## config.mk

```make
export PLATFORM = sky130hd
export DESIGN_NAME = e3om_rx_overhead_monitor
export DESIGN_NICKNAME = d
export VERILOG_FILES = /design/src/hdl/e3om_integrator.v /design/src/hdl/e3om_rx_overhead_monitor.v
export VERILOG_INCLUDE_DIRS = /design/src /design/src/hdl
export SDC_FILE = /design/constraint.sdc
export NUM_CORES = 1
export LEC_CHECK = 0
export ABC_AREA = 1
export BUFFER_PORTS_ARGS = -buffer_cell sky130_fd_sc_hd__buf_2
export CAP_MARGIN = 5
export CORE_ASPECT_RATIO = 1.1
export CORE_UTILIZATION = 45
export CTS_BUF_LIST = sky130_fd_sc_hd__clkbuf_4 sky130_fd_sc_hd__clkbuf_8 sky130_fd_sc_hd__clkbuf_16
export CTS_CLUSTER_SIZE = 30
export DETAILED_ROUTE_END_ITERATION = 16
export PLACE_DENSITY = 0.72
export SYNTH_ARGS = -nofsm -noshare
export SYNTH_HDL_FRONTEND = slang
export SYNTH_SLANG_ARGS = --single-unit
```

## constraint.sdc

```tcl
create_clock -name clk_i -period 1.5 [get_ports clk_i]
set_input_delay 0.3 -clock clk_i [delete_from_list [all_inputs] [get_ports clk_i]]
set_output_delay 0.3 -clock clk_i [all_outputs]
set_load 0.02 [all_outputs]
```

## src/hdl/e3om_consts.vh

```
// Constants for the E3 G.832 receive overhead monitor register bank
//
// Notes on behaviour
// - MA status bits 6:4 show integrated payload type
// - Extraction on: bits 3:0 show integrated timing indicator
// - Extraction off: bit 3 zero, bits 2:0 MA tail
// - NR/GC register bits 15:8 show integrated GC byte
// - NR/GC register bits 7:0 show integrated NR byte
// - Sixteen-bit framing error count is readable
// - Sixteen-bit BIP-8 parity error count is readable
// - Sixteen-bit remote error indication count is readable
// - Counts change only on performance update
`ifndef E3OM_CONSTS_VH
`define E3OM_CONSTS_VH

// Register byte offsets; each register is 16 bits on an even offset
`define E3OM_IDX_MA_FIELDS 8'h30
`define E3OM_IDX_NR_GC 8'h32
`define E3OM_IDX_FRAMING_COUNT 8'h34
`define E3OM_IDX_PARITY_COUNT 8'h36
`define E3OM_IDX_RE_COUNT 8'h38
`define E3OM_IDX_CONTROL 8'h3a
`define E3OM_IDX_STATUS 8'h3c

// Reset values
`define E3OM_RST_STATUS16 16'h0000
`define E3OM_RST_CONTROL 1'b0

// Field positions in the MA status register
`define E3OM_MA_PT_HI 6
`define E3OM_MA_PT_LO 4
`define E3OM_MA_TIMING_HI 3
`define E3OM_MA_TIMING_LO 0

// Field positions in the NR/GC register
`define E3OM_GC_HI 15
`define E3OM_GC_LO 8
`define E3OM_NR_HI 7
`define E3OM_NR_LO 0

// Field positions in the control register
`define E3OM_CTL_TIMING_EXTRACT 0
`define E3OM_CTL_SW_UPDATE 1

// Received MA byte: wire bit 1 is the byte's bit 7
`define E3OM_MA_PT_MSB 5
`define E3OM_MA_PT_LSB 3
`define E3OM_MA_TAIL_MSB 2
`define E3OM_MA_TAIL_LSB 0
`define E3OM_MA_MFI_MSB 2
`define E3OM_MA_MFI_LSB 1
`define E3OM_MA_TIMING_BIT 0

// Integration: identical receipts needed before a value is accepted
`define E3OM_INTEG_COUNT 4'h3
`define E3OM_INTEG_CW 4

// Error counter width
`define E3OM_COUNT_W 16

`endif

```

## src/hdl/e3om_integrator.v

```verilog
// Persistence filter that accepts an overhead value seen N times in a row
`timescale 1ns/1ps
`include "e3om_consts.vh"

module e3om_integrator #(
    parameter WIDTH = 8,
    parameter [`E3OM_INTEG_CW-1:0] INTEG_COUNT = `E3OM_INTEG_COUNT
) (
    input wire clk_i,
    input wire rst_i,
    input wire sample_valid_i,
    input wire [WIDTH-1:0] sample_i,
    output reg [WIDTH-1:0] value_o,
    output reg stable_o
);

    reg [WIDTH-1:0] candidate; // Last value seen on the line
    reg [`E3OM_INTEG_CW-1:0] repeat_count; // Receipts of candidate so far

    // A value is published only after it repeats, so a single
    // corrupted frame leaves value_o alone and only clears stable_o
    always @(posedge clk_i) begin
        if (rst_i) begin
            candidate <= {WIDTH{1'b0}};
            repeat_count <= {`E3OM_INTEG_CW{1'b0}};
            value_o <= {WIDTH{1'b0}};
            stable_o <= 1'b0;
        end else if (sample_valid_i) begin
            if (sample_i != candidate) begin
                // New value: restart the persistence count
                candidate <= sample_i;
                repeat_count <= {{(`E3OM_INTEG_CW-1){1'b0}}, 1'b1};
                stable_o <= 1'b0;
            end else if (repeat_count < INTEG_COUNT) begin
                repeat_count <= repeat_count + 1'b1;
            end
            // Publish once the count reaches the threshold
            if ((sample_i == candidate) && (repeat_count + 1'b1 >= INTEG_COUNT)) begin
                value_o <= candidate;
                stable_o <= 1'b1;
            end
        end
    end

endmodule // e3om_integrator

```

## src/hdl/e3om_rx_overhead_monitor.v

```verilog
// Receive overhead monitor register bank for an E3 G.832 framer port
`timescale 1ns/1ps
`include "e3om_consts.vh"

module e3om_rx_overhead_monitor #(
    parameter COUNT_W = `E3OM_COUNT_W,
    parameter [`E3OM_INTEG_CW-1:0] INTEG_COUNT = `E3OM_INTEG_COUNT
) (
    input wire clk_i,
    input wire rst_i,
    // Classic Wishbone slave
    input wire wb_cyc_i,
    input wire wb_stb_i,
    input wire wb_we_i,
    input wire [7:0] wb_adr_i,
    input wire [3:0] wb_sel_i,
    input wire [31:0] wb_dat_i,
    output reg [31:0] wb_dat_o,
    output reg wb_ack_o,
    // Overhead bytes from the receive framer, same clock
    input wire ma_valid_i,
    input wire [7:0] ma_byte_i,
    input wire nr_valid_i,
    input wire [7:0] nr_byte_i,
    input wire gc_valid_i,
    input wire [7:0] gc_byte_i,
    // One-cycle error events from the receive framer
    input wire framing_err_i,
    input wire parity_err_i,
    input wire remote_err_i,
    // Performance-monitoring update, arrives from a pin
    input wire perf_monitor_update_i
);

    // ---------------------------------------------------------------
    // Performance-monitoring update synchroniser
    // ---------------------------------------------------------------

    reg upd_meta; // First stage, read only by the second
    reg upd_sync2; // Second stage
    reg upd_sync3; // Third stage
    reg upd_level; // Filtered level, changes when stages agree
    wire upd_edge; // Rising edge of the filtered level

    // Three flops; the level moves only when two and three agree,
    // which rejects a one-cycle glitch on the pin
    always @(posedge clk_i) begin
        if (rst_i) begin
            upd_meta <= 1'b0;
            upd_sync2 <= 1'b0;
            upd_sync3 <= 1'b0;
            upd_level <= 1'b0;
        end else begin
            upd_meta <= perf_monitor_update_i;
            upd_sync2 <= upd_meta;
            upd_sync3 <= upd_sync2;
            if (upd_sync2 == upd_sync3) begin
                upd_level <= upd_sync3;
            end
        end
    end

    // Only the level that has already settled is edge-detected
    assign upd_edge = (upd_sync2 == upd_sync3) && upd_sync3 && !upd_level;

    // ---------------------------------------------------------------
    // Bus decode
    // ---------------------------------------------------------------

    wire bus_req; // Request present and not yet answered
    wire [7:0] reg_index; // Byte offset of the access
    wire word_aligned; // Even offset, naming a 16-bit register
    wire hit_control; // Access targets the control register
    wire bus_write_now; // Write takes effect this edge

    assign bus_req = wb_cyc_i && wb_stb_i && !wb_ack_o;
    assign reg_index = wb_adr_i;
    assign word_aligned = (wb_adr_i[0] == 1'b0);
    assign hit_control = word_aligned && (reg_index == `E3OM_IDX_CONTROL);
    // A write lands at the edge where the master sees ack, never earlier
    assign bus_write_now = wb_cyc_i && wb_stb_i && wb_ack_o && wb_we_i && hit_control && wb_sel_i[0];

    // ---------------------------------------------------------------
    // Control register
    // ---------------------------------------------------------------

    reg timing_extract_en; // Timing indicator extraction enable
    reg sw_update; // One-cycle update requested by software

    // The software update bit is self-clearing, so a test can freeze
    // the counts without a pin; it always reads back as zero
    always @(posedge clk_i) begin
        if (rst_i) begin
            timing_extract_en <= `E3OM_RST_CONTROL;
            sw_update <= 1'b0;
        end else begin
            sw_update <= 1'b0;
            if (bus_write_now) begin
                timing_extract_en <= wb_dat_i[`E3OM_CTL_TIMING_EXTRACT];
                sw_update <= wb_dat_i[`E3OM_CTL_SW_UPDATE];
            end
        end
    end

    wire perf_update; // Either source of the update event
    assign perf_update = upd_edge || sw_update;

    // ---------------------------------------------------------------
    // MA byte field split and timing indicator assembly
    // ---------------------------------------------------------------

    wire [2:0] ma_payload_type; // MA bits 3 to 5
    wire [2:0] ma_tail; // MA bits 6 to 8
    wire [1:0] ma_frame_pos; // Multiframe position within the tail
    reg [3:0] ind_shadow; // Indicator bits gathered so far
    reg ind_nibble_valid; // Complete indicator nibble this cycle
    reg [3:0] ind_nibble; // Complete indicator nibble

    assign ma_payload_type = ma_byte_i[`E3OM_MA_PT_MSB:`E3OM_MA_PT_LSB];
    assign ma_tail = ma_byte_i[`E3OM_MA_TAIL_MSB:`E3OM_MA_TAIL_LSB];
    assign ma_frame_pos = ma_byte_i[`E3OM_MA_MFI_MSB:`E3OM_MA_MFI_LSB];

    // One indicator bit arrives per frame; the two bits ahead of it
    // number its place, and the fourth place closes the nibble
    always @(posedge clk_i) begin
        if (rst_i) begin
            ind_shadow <= 4'h0;
            ind_nibble <= 4'h0;
            ind_nibble_valid <= 1'b0;
        end else begin
            ind_nibble_valid <= 1'b0;
            if (ma_valid_i) begin
                ind_shadow[ma_frame_pos] <= ma_byte_i[`E3OM_MA_TIMING_BIT];
                if (ma_frame_pos == 2'h3) begin
                    ind_nibble <= {ma_byte_i[`E3OM_MA_TIMING_BIT], ind_shadow[2:0]};
                    ind_nibble_valid <= 1'b1;
                end
            end
        end
    end

    // ---------------------------------------------------------------
    // Integrators for the overhead values
    // ---------------------------------------------------------------

    wire [2:0] int_payload_type; // Filtered payload type
    wire [2:0] int_tail; // Filtered MA tail bits
    wire [3:0] int_ind; // Filtered timing indicator nibble
    wire [7:0] int_nr; // Filtered NR byte
    wire [7:0] int_gc; // Filtered GC byte
    wire [4:0] int_stable; // Stability of each filter

    // Payload type from MA bits 3 to 5
    e3om_integrator #(.WIDTH(3), .INTEG_COUNT(INTEG_COUNT)) u_int_pt (
        .clk_i(clk_i),
        .rst_i(rst_i),
        .sample_valid_i(ma_valid_i),
        .sample_i(ma_payload_type),
        .value_o(int_payload_type),
        .stable_o(int_stable[0])
    );

    // Raw tail, shown when extraction is off
    e3om_integrator #(.WIDTH(3), .INTEG_COUNT(INTEG_COUNT)) u_int_tail (
        .clk_i(clk_i),
        .rst_i(rst_i),
        .sample_valid_i(ma_valid_i),
        .sample_i(ma_tail),
        .value_o(int_tail),
        .stable_o(int_stable[1])
    );

    // Assembled indicator, shown when extraction is on
    e3om_integrator #(.WIDTH(4), .INTEG_COUNT(INTEG_COUNT)) u_int_ind (
        .clk_i(clk_i),
        .rst_i(rst_i),
        .sample_valid_i(ind_nibble_valid),
        .sample_i(ind_nibble),
        .value_o(int_ind),
        .stable_o(int_stable[2])
    );

    // NR byte
    e3om_integrator #(.WIDTH(8), .INTEG_COUNT(INTEG_COUNT)) u_int_nr (
        .clk_i(clk_i),
        .rst_i(rst_i),
        .sample_valid_i(nr_valid_i),
        .sample_i(nr_byte_i),
        .value_o(int_nr),
        .stable_o(int_stable[3])
    );

    // GC byte
    e3om_integrator #(.WIDTH(8), .INTEG_COUNT(INTEG_COUNT)) u_int_gc (
        .clk_i(clk_i),
        .rst_i(rst_i),
        .sample_valid_i(gc_valid_i),
        .sample_i(gc_byte_i),
        .value_o(int_gc),
        .stable_o(int_stable[4])
    );

    // ---------------------------------------------------------------
    // Error accumulators and held counts
    // ---------------------------------------------------------------

    wire [2:0] err_event; // Framing, parity, remote
    wire [3*COUNT_W-1:0] held_flat; // Readable counts, packed

    assign err_event = {remote_err_i, parity_err_i, framing_err_i};

    genvar gi;
    generate
        for (gi = 0; gi < 3; gi = gi + 1) begin : g_count
            reg [COUNT_W-1:0] accum; // Running count, not readable
            reg [COUNT_W-1:0] held; // Count software reads
            wire accum_full; // Accumulator saturated

            assign accum_full = &accum;

            // Counts saturate rather than wrap, so a flooded interval
            // reads as the maximum instead of a small misleading number
            always @(posedge clk_i) begin
                if (rst_i) begin
                    accum <= {COUNT_W{1'b0}};
                    held <= {COUNT_W{1'b0}};
                end else if (perf_update) begin
                    // Hand over the interval and restart; an event in
                    // this very cycle opens the next interval
                    held <= accum;
                    accum <= {{(COUNT_W-1){1'b0}}, err_event[gi]};
                end else if (err_event[gi] && !accum_full) begin
                    accum <= accum + 1'b1;
                end
            end

            assign held_flat[gi*COUNT_W +: COUNT_W] = held;
        end
    endgenerate

    // ---------------------------------------------------------------
    // Register views
    // ---------------------------------------------------------------

    wire [3:0] timing_field; // Timing indicator field of the MA register
    wire [15:0] ma_view; // MA status register
    wire [15:0] nr_gc_view; // NR/GC status register
    wire [15:0] framing_view; // Framing error count
    wire [15:0] parity_view; // Parity error count
    wire [15:0] remote_view; // Remote error count

    // With extraction off the top indicator bit reads as zero
    assign timing_field = timing_extract_en ? int_ind : {1'b0, int_tail};

    // Bits 15:7 are reserved and read as zero
    assign ma_view = {9'h000, int_payload_type, timing_field};
    assign nr_gc_view = {int_gc, int_nr};

    assign framing_view = held_flat[0*COUNT_W +: 16];
    assign parity_view = held_flat[1*COUNT_W +: 16];
    assign remote_view = held_flat[2*COUNT_W +: 16];

    // ---------------------------------------------------------------
    // Read multiplexer
    // ---------------------------------------------------------------

    reg [31:0] next_rd_data; // Data for the coming answer

    // Unmapped or misaligned addresses answer with zero data; a read
    // never disturbs any value, so polling is harmless
    always @* begin
        next_rd_data = 32'h0000_0000;
        if (word_aligned) begin
            case (reg_index)
                `E3OM_IDX_MA_FIELDS: begin
                    next_rd_data = {16'h0000, ma_view};
                end
                `E3OM_IDX_NR_GC: begin
                    next_rd_data = {16'h0000, nr_gc_view};
                end
                `E3OM_IDX_FRAMING_COUNT: begin
                    next_rd_data = {16'h0000, framing_view};
                end
                `E3OM_IDX_PARITY_COUNT: begin
                    next_rd_data = {16'h0000, parity_view};
                end
                `E3OM_IDX_RE_COUNT: begin
                    next_rd_data = {16'h0000, remote_view};
                end
                `E3OM_IDX_CONTROL: begin
                    // Update bit is a strobe and reads as zero
                    next_rd_data = {31'h0000_0000, timing_extract_en};
                end
                `E3OM_IDX_STATUS: begin
                    next_rd_data = {26'h000_0000, upd_level, int_stable};
                end
                default: begin
                    next_rd_data = 32'h0000_0000;
                end
            endcase
        end
    end

    // ---------------------------------------------------------------
    // Wishbone answer
    // ---------------------------------------------------------------

    // Every access is answered one cycle after it is seen; ack falls
    // the cycle after, so back-to-back cycles see a clean gap
    always @(posedge clk_i) begin
        if (rst_i) begin
            wb_ack_o <= 1'b0;
            wb_dat_o <= 32'h0000_0000;
        end else begin
            wb_ack_o <= bus_req;
            if (bus_req && !wb_we_i) begin
                wb_dat_o <= next_rd_data;
            end
        end
    end

endmodule // e3om_rx_overhead_monitor

```

==> Word level (Yosys, flattened, before mapping) <==
Cells that the tools add are included.
{ "totals": {"ff_bits": 221, "inputBits": 80} }
{ "classes": {"add_sub_neg": 8, "n_lt_le_gt_ge": 12, "n_eq_ne": 19, "n_mux": 33, "n_bitwise": 3, "reduce_logical": 66} }
{ "op_table": {"columns": ["op", "count"], "rows": [
  ["$pmux 16 s7", 1],
  ["$eq 8x6->1 const B", 7],
  ["$add 16x1->16 const B", 3],
  ["$reduce_and 16->1", 3],
  ["$mux 4", 11],
  ["$reduce_and 2->1", 21],
  ["$reduce_bool 2->1", 13],
  ["$add 4x1->4 const B", 5],
  ["$ge 4x2->1 const B", 5],
  ["$lt 4x2->1 const B", 5],
  ["$logic_and 1x1->1", 19],
  ["$mux 1", 18],
  ["$eq 8x8->1", 2],
  ["$mux 16", 1],
  ["$ne 8x8->1", 2],
  ["$eq 3x3->1", 2],
  ["$logic_not 1->1", 6],
  ["$ne 3x3->1", 2],
  ["$reduce_or 2->1", 3],
  ["$bwmux 4", 1],
  ["$eq 4x4->1", 1],
  ["$ne 4x4->1", 1],
  ["$lt 2x3->1 const B", 1],
  ["$not 1->1", 3],
  ["5 further kinds", 5]
]} }

==> Logic depth before layout (Yosys ltp) <==
Gate-level depths: netlist (run 1).
{ "depth": {"ltp_word": 7, "ltp_mapped": 12, "ltp_nobuf": 11} }

==> Cells and area by module <==
Synthesis (run 1) repeated with hierarchy kept, for this count alone.
{ "hier_totals": {"cells_unflattened": 1497, "hier_area_um2": 10373.7} }
{ "by_module_without_submodules": {"columns": ["module", "n_inst", "cells_each", "area_per_inst_um2"], "rows": [
  ["e3om_rx_overhead_monitor", 1, 921, 6397.4],
  ["e3om_integrator at u_int_gc ...", 2, 157, 1052.3],
  ["e3om_integrator at u_int_pt ...", 2, 80, 574.3],
  ["e3om_integrator at u_int_ind", 1, 102, 723.2]
]} }

==> Worst setup path after synthesis (run 1) <==
Ideal clock, no wire load.
{ "synth_path": {"path_type": "register to register", "from": "register g_count[2].accum[0]", "to": "register g_count[2].accum[1]", "setup_ns": 0.116, "arrival_ns": 1.398, "path_slack_ns": -0.014, "stages_incl_launch_ff": 10, "n_path_buf": 1, "synth_period_minus_slack_ns": 1.514, "path_cell_list": "dfxtp_1 > ha_1 > nand2_1 > nor2_1 > nand3_1 > nand2_1 > nand2_1 > buf_2 > o21ai_0 > nor2_1"} }
{ "synth_via": {"elab_chain_len": 3, "word_cells_on_any_way": 4, "cone_classes": "add/sub (1); reduce/logical (3)"} }
{ "synth_rtl": {"columns": ["element", "line_no", "text"], "rows": [
  ["start: declaration", "e3om_rx_overhead_monitor.v:215", "reg [COUNT_W-1:0] accum;"],
  ["start signal: assignment", "e3om_rx_overhead_monitor.v:225", "accum <= {COUNT_W{1'b0}};"],
  ["start signal: assignment", "e3om_rx_overhead_monitor.v:231", "accum <= {{(COUNT_W-1){1'b0}}, err_event[gi]};"],
  ["start signal: assignment", "e3om_rx_overhead_monitor.v:233", "accum <= accum + 1'b1;"],
  ["branches (longest 3 deep; another with $add 16x1->16)", null, null]
]} }
Parallel ways; which one is timed is not known.
A chain may end at the register's enable or synchronous reset.

==> Worst setup path in the final report (run 1) <==
{ "layout_path": {"from": "register upd_sync2", "to": "register g_count[1].accum[12]"} }
{ "layout_via": {"elab_chain_len": 5} }
{ "layout_rtl": {"columns": ["element", "line_no", "text"], "rows": [
  ["start: declaration", "e3om_rx_overhead_monitor.v:40", "reg upd_sync2;"],
  ["start signal: assignment", "e3om_rx_overhead_monitor.v:55", "upd_sync2 <= upd_meta;"],
  ["$eq 1x1->1", "e3om_rx_overhead_monitor.v:64", "assign upd_edge = (upd_sync2 == upd_sync3) && upd_sync3 && !upd_level;"],
  ["$logic_and 1x1->1 (2 in a row)", "e3om_rx_overhead_monitor.v:64", null],
  ["$logic_or 1x1->1", "e3om_rx_overhead_monitor.v:106", "assign perf_update = upd_edge || sw_update;"],
  ["$reduce_or 2->1 (no line)", null, null],
  ["end signal: assignment", "e3om_rx_overhead_monitor.v:225", null],
  ["end signal: assignment", "e3om_rx_overhead_monitor.v:231", null],
  ["end signal: assignment", "e3om_rx_overhead_monitor.v:233", null],
  ["end: declaration", "e3om_rx_overhead_monitor.v:215", null]
]} }
Every way passes these cells.

==> flow_metrics.tcl, run 1 <==
set metrics [dict create \
    cp_top_family "buffers and inverters" \
    synthXorXnorAreaFrac_pct 3.77 \
    worstPathRequired_ns 1.92 \
    rows 56 \
    nets 1663 \
    ff2ff_setup_slack_ns -0.01 \
    slew_headroom_pct 65.3 \
    cp-end-kind "register" \
    power_density_mw_per_mm2 978 \
    yosys.area_share.simple_pct 31.5 \
    drt_iter0_drc 581 \
    dp_hpwl_um 17400 \
    drc_errors 0 \
    grtUsageTotal_pct 21.7 \
    slew_violations 0 \
    path_buf_inv 3 \
    grt_start_max_net_pins 44 \
    dr.pass1.iters 5 \
    overflow 0 \
    cts_tree "yes" \
    grt_pass1_wl_um 39700 \
    fillers 1920 \
    skew_ns 0.0111 \
    slowest_delay_ns 0.33 \
    gp_congestion 0.875 \
    postSynthAreaPerCell_um2 6.85 \
    finalCritPeriodShare_pct 101 \
    cap_viol_max_count 0 \
    grt_pass1_vias 8508 \
    status "finished with violations" \
    insertion_delay_ns 0.50 \
    violations "setup timing" \
    slowest_stage "dfxtp_2" \
    fmax_mhz 661 \
    ys_ff_latch 204 \
    layout_common_cells "nand2_1 (283), nor2_1 (231), dfxtp_1 (174), inv_1 (121), nand3_1 (110)" \
    drt-total-wl_um 25200 \
    sw_frac_of_total_pct 23.8 \
    rsz0062_at_grt "true" \
    root_buffer "clkbuf_16" \
    layout_commonest_cell "nand2_1" \
    synth_cell_types 31 \
    io-pin-count 113 \
    seqPwrFrac_pct 46.1 \
    finalSetupViolations 1 \
    port-buffer-count 61 \
    yosysWarnings 0 \
    power_switching_mw 2.90 \
    cts_max_level 1 \
    numCtsBuffers 23 \
    area_growth_syn_to_layout_pct 27.5 \
    fin_crit_ns 1.51 \
    fin_setup_tns_ns -0.0119 \
    arrival_ns 1.93 \
    ant_nets 0 \
    startpoint_type "register" \
    clk_path_buf_depth 3 \
    hold_violations 0 \
    synth-compound-area-share_pct 11.6 \
    internal_power_mw 9.28 \
    die_w_um 142 \
    postSynthCellCount 1426 \
    ys_seq_area_share_pct 41.8 \
    coreArea_mm2 0.0213 \
    synth_area_mm2 0.00976 \
    initial_core_util_pct 45.8 \
    antenna_found_initial 0 \
    path_clk_slew_ns 0.06 \
    vias 9453 \
    synth_fa_ha_area_share_pct 1.79 \
    fp.dieH_um 156 \
    dieArea_mm2 0.0223 \
    synth_top_family_by_area "simple AND/OR/NAND/NOR gates" \
    path_cells "ha_4, a21oi_4, clkinv_4, nor2_4, inv_4, buf_8, nor3_2" \
    synth_mux_area_share_pct 0 \
    final_layout_size_suffix_gt1_share_pct 23.3 \
    wl_per_cell_um 13.5 \
    p_comb_share_pct 7.9 \
    cp_max_fo 10 \
    hold_class "input port to register" \
    utilization_pct 58.5 \
    p_clk_share_pct 46.0 \
    crit_type "register to register" \
    cts_sinks 204 \
    p_leak_nw 5.26 \
    ir_worst_vdd_mv 0.700 \
    power_mw 12.2 \
    vias_per_cell 5.04 \
    worst_slack_ns -0.0119 \
    worstMarginPinSlew_ns 0.520 \
    hold_buffers 0 \
]
-- cell usage after synthesis --
library cell    n  area (um^2)
nand3b_1        1         7.51
inv_2           4         15.0
xor2_1         22          193
or2_2           2         12.5
nor2_1        252          946
buf_6           5         56.3
nand2_4         2         22.5
dfxtp_1       204         4080
clkinv_1        1         3.75
inv_1         134          503
ha_1           14          175
nor2_4          7         78.8
buf_2          12         60.1
buf_4          21          158
nand3_2         3         30.0
nor3b_1         2         15.0
xnor2_1        20          175
o21ai_0       108          541
buf_1           6         22.5
nor3_2          3         30.0
nand2_2         1         6.26
a21oi_1       116          581
nand3_1       119          596
nor3_1         14         70.1
o21bai_1        1         7.51
nor2_2          6         37.5
clkbuf_1       29          109
o21ai_1         1         5.00
conb_1          1         3.75
nand4_1        15         93.8
nand2_1       300         1130
-- cells by family (layout without fill, tap and decap cells) --
family | Yosys count | in the layout
compound gates | 226 | 226
xor+xnor | 42 | 42
fa+ha+maj | 14 | 14
buf+inv | 212 | 353
flops | 204 | 204
other cells | 1 | 17
simple gates | 727 | 729
-- state kept, by name, summed over array words and instances (netlist names), 3 cells and up --
| register | flops |
|---|---|
| u_int_gc.candidate | 8 |
| g_count.held | 32 |
| u_int_ind.candidate | 4 |
| u_int_gc.value_o | 8 |
| ind_shadow | 3 |
| u_int_pt.repeat_count | 4 |
| u_int_tail.candidate | 3 |
| u_int_nr.value_o | 8 |
| g_count.accum | 48 |
| framing_view | 16 |
| u_int_pt.candidate | 3 |
| u_int_ind.value_o | 4 |
| u_int_nr.repeat_count | 4 |
| u_int_pt.value_o | 3 |
| u_int_gc.repeat_count | 4 |
| u_int_ind.repeat_count | 4 |
| u_int_tail.value_o | 3 |
| wb_dat_o | 16 |
| u_int_nr.candidate | 8 |
| u_int_tail.repeat_count | 4 |
| ind_nibble | 4 |
-- power groups by stage --
stage | registers, mW | clock network (mW) | logic [mW]
after floorplan | 5.71 | 0 | 0.566
after global placement | 5.71 | 0 | 0.842
after detailed placement | 5.71 | 0 | 0.861
after CTS | 5.60 | 5.70 | 0.880
after global routing | 5.62 | 5.93 | 1.08
final | 5.61 | 5.60 | 0.965
-- worst reg2reg max path, cell delays in order (launching register included) --
cell      delay [ns]
dfxtp_2         0.33
ha_4            0.16
a21oi_4         0.21
clkinv_4        0.14
nor2_4          0.19
inv_4           0.09
buf_8           0.16
nor3_2          0.16
-- routing by layer --
| layer | up-vias | GRT usage [%] | part of all wire (%) |
|---|---|---|---|
| met2 | 192 | 37.5 | 49 |
| met5 | - | 0 | 0 |
| met3 | 43 | 2.94 | 4.4 |
| li1 | 4818 | - | - |
| met1 | 4400 | 27.8 | 44 |
| met4 | 0 | 7.01 | 2.3 |
-- worst paths after layout --
path | from | endpoint | cells after the start
worst max-delay path | upd_sync2 | g_count[1].accum[12] | 7
worst min-delay path | perf_monitor_update_i | upd_meta | 3
worst max register to register | upd_sync2 | g_count[1].accum[12] | 7
worst min register to register | upd_meta | upd_sync2 | 2
-- through the flow --
| step | hold slack, ns | setup WS, ns | cells | cell area, um^2 |
|---|---|---|---|---|
| after floorplan | 0.388 | 0.0133 | 1441 | 9820 |
| after global placement | 0.394 | -0.0282 | 1821 | 11000 |
| after detailed placement | 0.411 | -0.0717 | 1821 | 11000 |
| after CTS | 0.0220 | -0.00848 | 1865 | 11800 |
| after global routing | 0.0229 | -0.0827 | 1874 | 12400 |
| final | 0.0373 | -0.0119 | 1875 | 12500 |
-- cell type report --
| type | instances | area [um^2] | area share [%] |
|---|---|---|---|
| multi-input cells | 1027 | 5290 | 42.5 |
| clock inverters | 12 | 120 | 0.965 |
| inverters | 139 | 538 | 4.32 |
| clock buffers | 28 | 638 | 5.12 |
| flip-flops and latches | 204 | 4130 | 33.2 |
| diodes | 1 | 2.50 | 0.0201 |
| well taps | 290 | 363 | 2.91 |
| repair buffers | 174 | 1370 | 11.0 |
-- repair_timing --
item / CTS / global route
pin swaps: 2 / 46
resized for setup: 15 / 178
setup endpoints to repair: 45 / 99
cloned: 2 / 2
buffers inserted: 2 / 8
Power figures use the tool's default switching activity.
==> run 2, diff against run 1 <==
- CORE_MARGIN: not set -> 2
- CTS_BUF_LIST: sky130_fd_sc_hd__clkbuf_4 sky130_fd_sc_hd__clkbuf_8 sky130_fd_sc_hd__clkbuf_16 -> sky130_fd_sc_hd__clkbuf_2 sky130_fd_sc_hd__clkbuf_4 sky130_fd_sc_hd__clkbuf_8
- CTS_CLUSTER_SIZE: 30 -> 16
==> run 2 against run 1 <==
Compared with the run above:
- the flow now finishes without violations
- hold slack got worse by 0.024 ns
- critical path depth rose by 3
- wire length fell by 0.69%
- highest routed layer unchanged
==> flow_metrics.tcl, run 2 (synthesized netlist as in run 1, its figures left out) <==
set metrics [dict create \
    initial_core_util_pct 45.8 \
    antenna_found_initial 1 \
    ir_worst_vdd_mv 0.541 \
    hold_class "input port to register" \
    crit_type "register to register" \
    worstMarginPinSlew_ns 0.563 \
    worstPathRequired_ns 1.91 \
    path_clk_slew_ns 0.06 \
    ant_nets 0 \
    routed-wl-met3_um 1100 \
    coreArea_mm2 0.0213 \
    overflow 0 \
    vias 9335 \
    dp_hpwl_um 17500 \
    area_growth_syn_to_layout_pct 24.9 \
    grt_pass1_vias 8695 \
    slew_violations 0 \
    drt_iter0_drc 545 \
    fmax_mhz 670 \
    arrival_ns 1.90 \
    cp-end-kind "register" \
    numCtsBuffers 36 \
    cap_viol_max_count 0 \
    layout_commonest_cell "nand2_1" \
    layout.cells.non_filler 1874 \
    multi_input_area_mm2 0.00522 \
    fp.dieH_um 158 \
    dr.pass1.iters 5 \
    dp.cells 1808 \
    startpoint_type "register" \
    cts_sinks 204 \
    final_layout_size_suffix_gt1_share_pct 21.9 \
    dieArea_mm2 0.0229 \
    drc_errors 0 \
    slew_headroom_pct 62.4 \
    route.met2.wl_um 12500 \
    nets 1656 \
    root_buffer "clkbuf_8" \
    port-buffer-count 61 \
    clk_path_buf_depth 3 \
    hold_slack_ns 0.0135 \
    io-pin-count 113 \
    hold_violations 0 \
    top_regs "g_count.accum x48, g_count.held x32" \
    skew_ns 0.0254 \
    drt-total-wl_um 25100 \
    die_w_um 144 \
    cts_tree "yes" \
    gp_congestion 0.877 \
    fillers 1998 \
    finalCritPeriodShare_pct 99.6 \
    largest_reg_flops 48 \
    routed.top_layer "met4" \
    insertion_delay_ns 0.53 \
    rsz0062_at_grt "true" \
    seqCellArea_mm2 0.00412 \
    finalSetupViolations 0 \
    cp_max_fo 8 \
    vias_per_cell 4.98 \
    drt-met1-wl_um 11000 \
    grt_start_max_net_pins 44 \
    max_flop_register "g_count.accum" \
    p_leak_nw 5.14 \
    status "finished, final reports clean" \
    power_density_mw_per_mm2 964 \
    wl_per_cell_um 13.4 \
    cts_max_level 2 \
    rows 56 \
    fin_crit_ns 1.49 \
    layout_common_cells "nand2_1 (280), nor2_1 (226), dfxtp_1 (184), inv_1 (125), nand3_1 (112)" \
    grt_pass1_wl_um 39900 \
    grtUsageTotal_pct 21.3 \
]
-- run 2: cell types whose count changed in the layout (fill, tap and decap cells not counted), moves of 7 or more --
cell	delta
clkbuf_8	+40
clkbuf_16	-24
buf_4	-15
dfxtp_1	+10
dfxtp_2	-9
o21ai_0	+8
buf_6	-7
clkbuf_4	+7
-- run 2: critical path, cell delays in order, from the launching register on --
cell,delay (ns)
dfxtp_4,0.36
ha_4,0.17
nand2_2,0.06
inv_2,0.03
o21bai_1,0.12
nor2_1,0.07
nor2_2,0.14
nand2_2,0.11
clkbuf_16,0.18
nor2_1,0.11
nor2_1,0.05
-- run 2: cell type report --
type / instances / area share [%]
diodes: 2 / 0.0410
clock buffers: 52 / 5.46
clock inverters: 6 / 0.493
inverters: 139 / 4.32
multi-input cells: 1026 / 42.8
flip-flops and latches: 204 / 33.8
well taps: 290 / 2.98
repair buffers: 155 / 10.1
-- run 2: per-stage QoR --
step	instance area, um^2	worst slack, ns	total power, mW	util [%]	TNS, ns
after detailed placement	10900	-0.0851	6.58	51.4	-0.702
after global placement	10900	-0.0398	6.56	51.4	-0.118
after CTS	11700	-0.00328	11.8	55.0	-0.00579
after floorplan	9820	0.0133	6.27	-	0
after global routing	12200	-0.0799	12.2	57.2	-0.987
final	12200	0.00663	11.8	57.2	0
-- run 2: path summary, 6_finish.rpt --
check / startpoint / endpoint / slack, ns / cells after the start
worst max register to register: u_int_gc.repeat_count[0] / u_int_gc.value_o[6] / 0.007 / 10
worst max-delay path: u_int_gc.repeat_count[0] / u_int_gc.value_o[6] / 0.007 / 10
worst min-delay path: perf_monitor_update_i / upd_meta / 0.01 / 3
worst min register to register: upd_meta / upd_sync2 / 0.40 / 2
-- run 2: routing by layer --
metal | GRT usage [%] | vias up
met5 | 0 | -
met4 | 6.89 | 0
met3 | 3.55 | 40
met2 | 38.0 | 199
met1 | 26.2 | 4303
li1 | - | 4793
-- run 2: power breakdown --
part / switching (mW) / internal [mW] / total [mW]
registers: 0.0907 / 5.52 / 5.61
logic: 0.568 / 0.357 / 0.925
clock network: 2.22 / 3.00 / 5.22
total: 2.88 / 8.88 / 11.8
-- run 2: timing repair --
action | in CTS | in global routing
gates cloned | 1 | 2
setup endpoints to repair | 35 | 98
buffers inserted | 0 | 3
pin swaps | 2 | 42
gates resized for setup | 15 | 132
hold buffers | 0 | 0
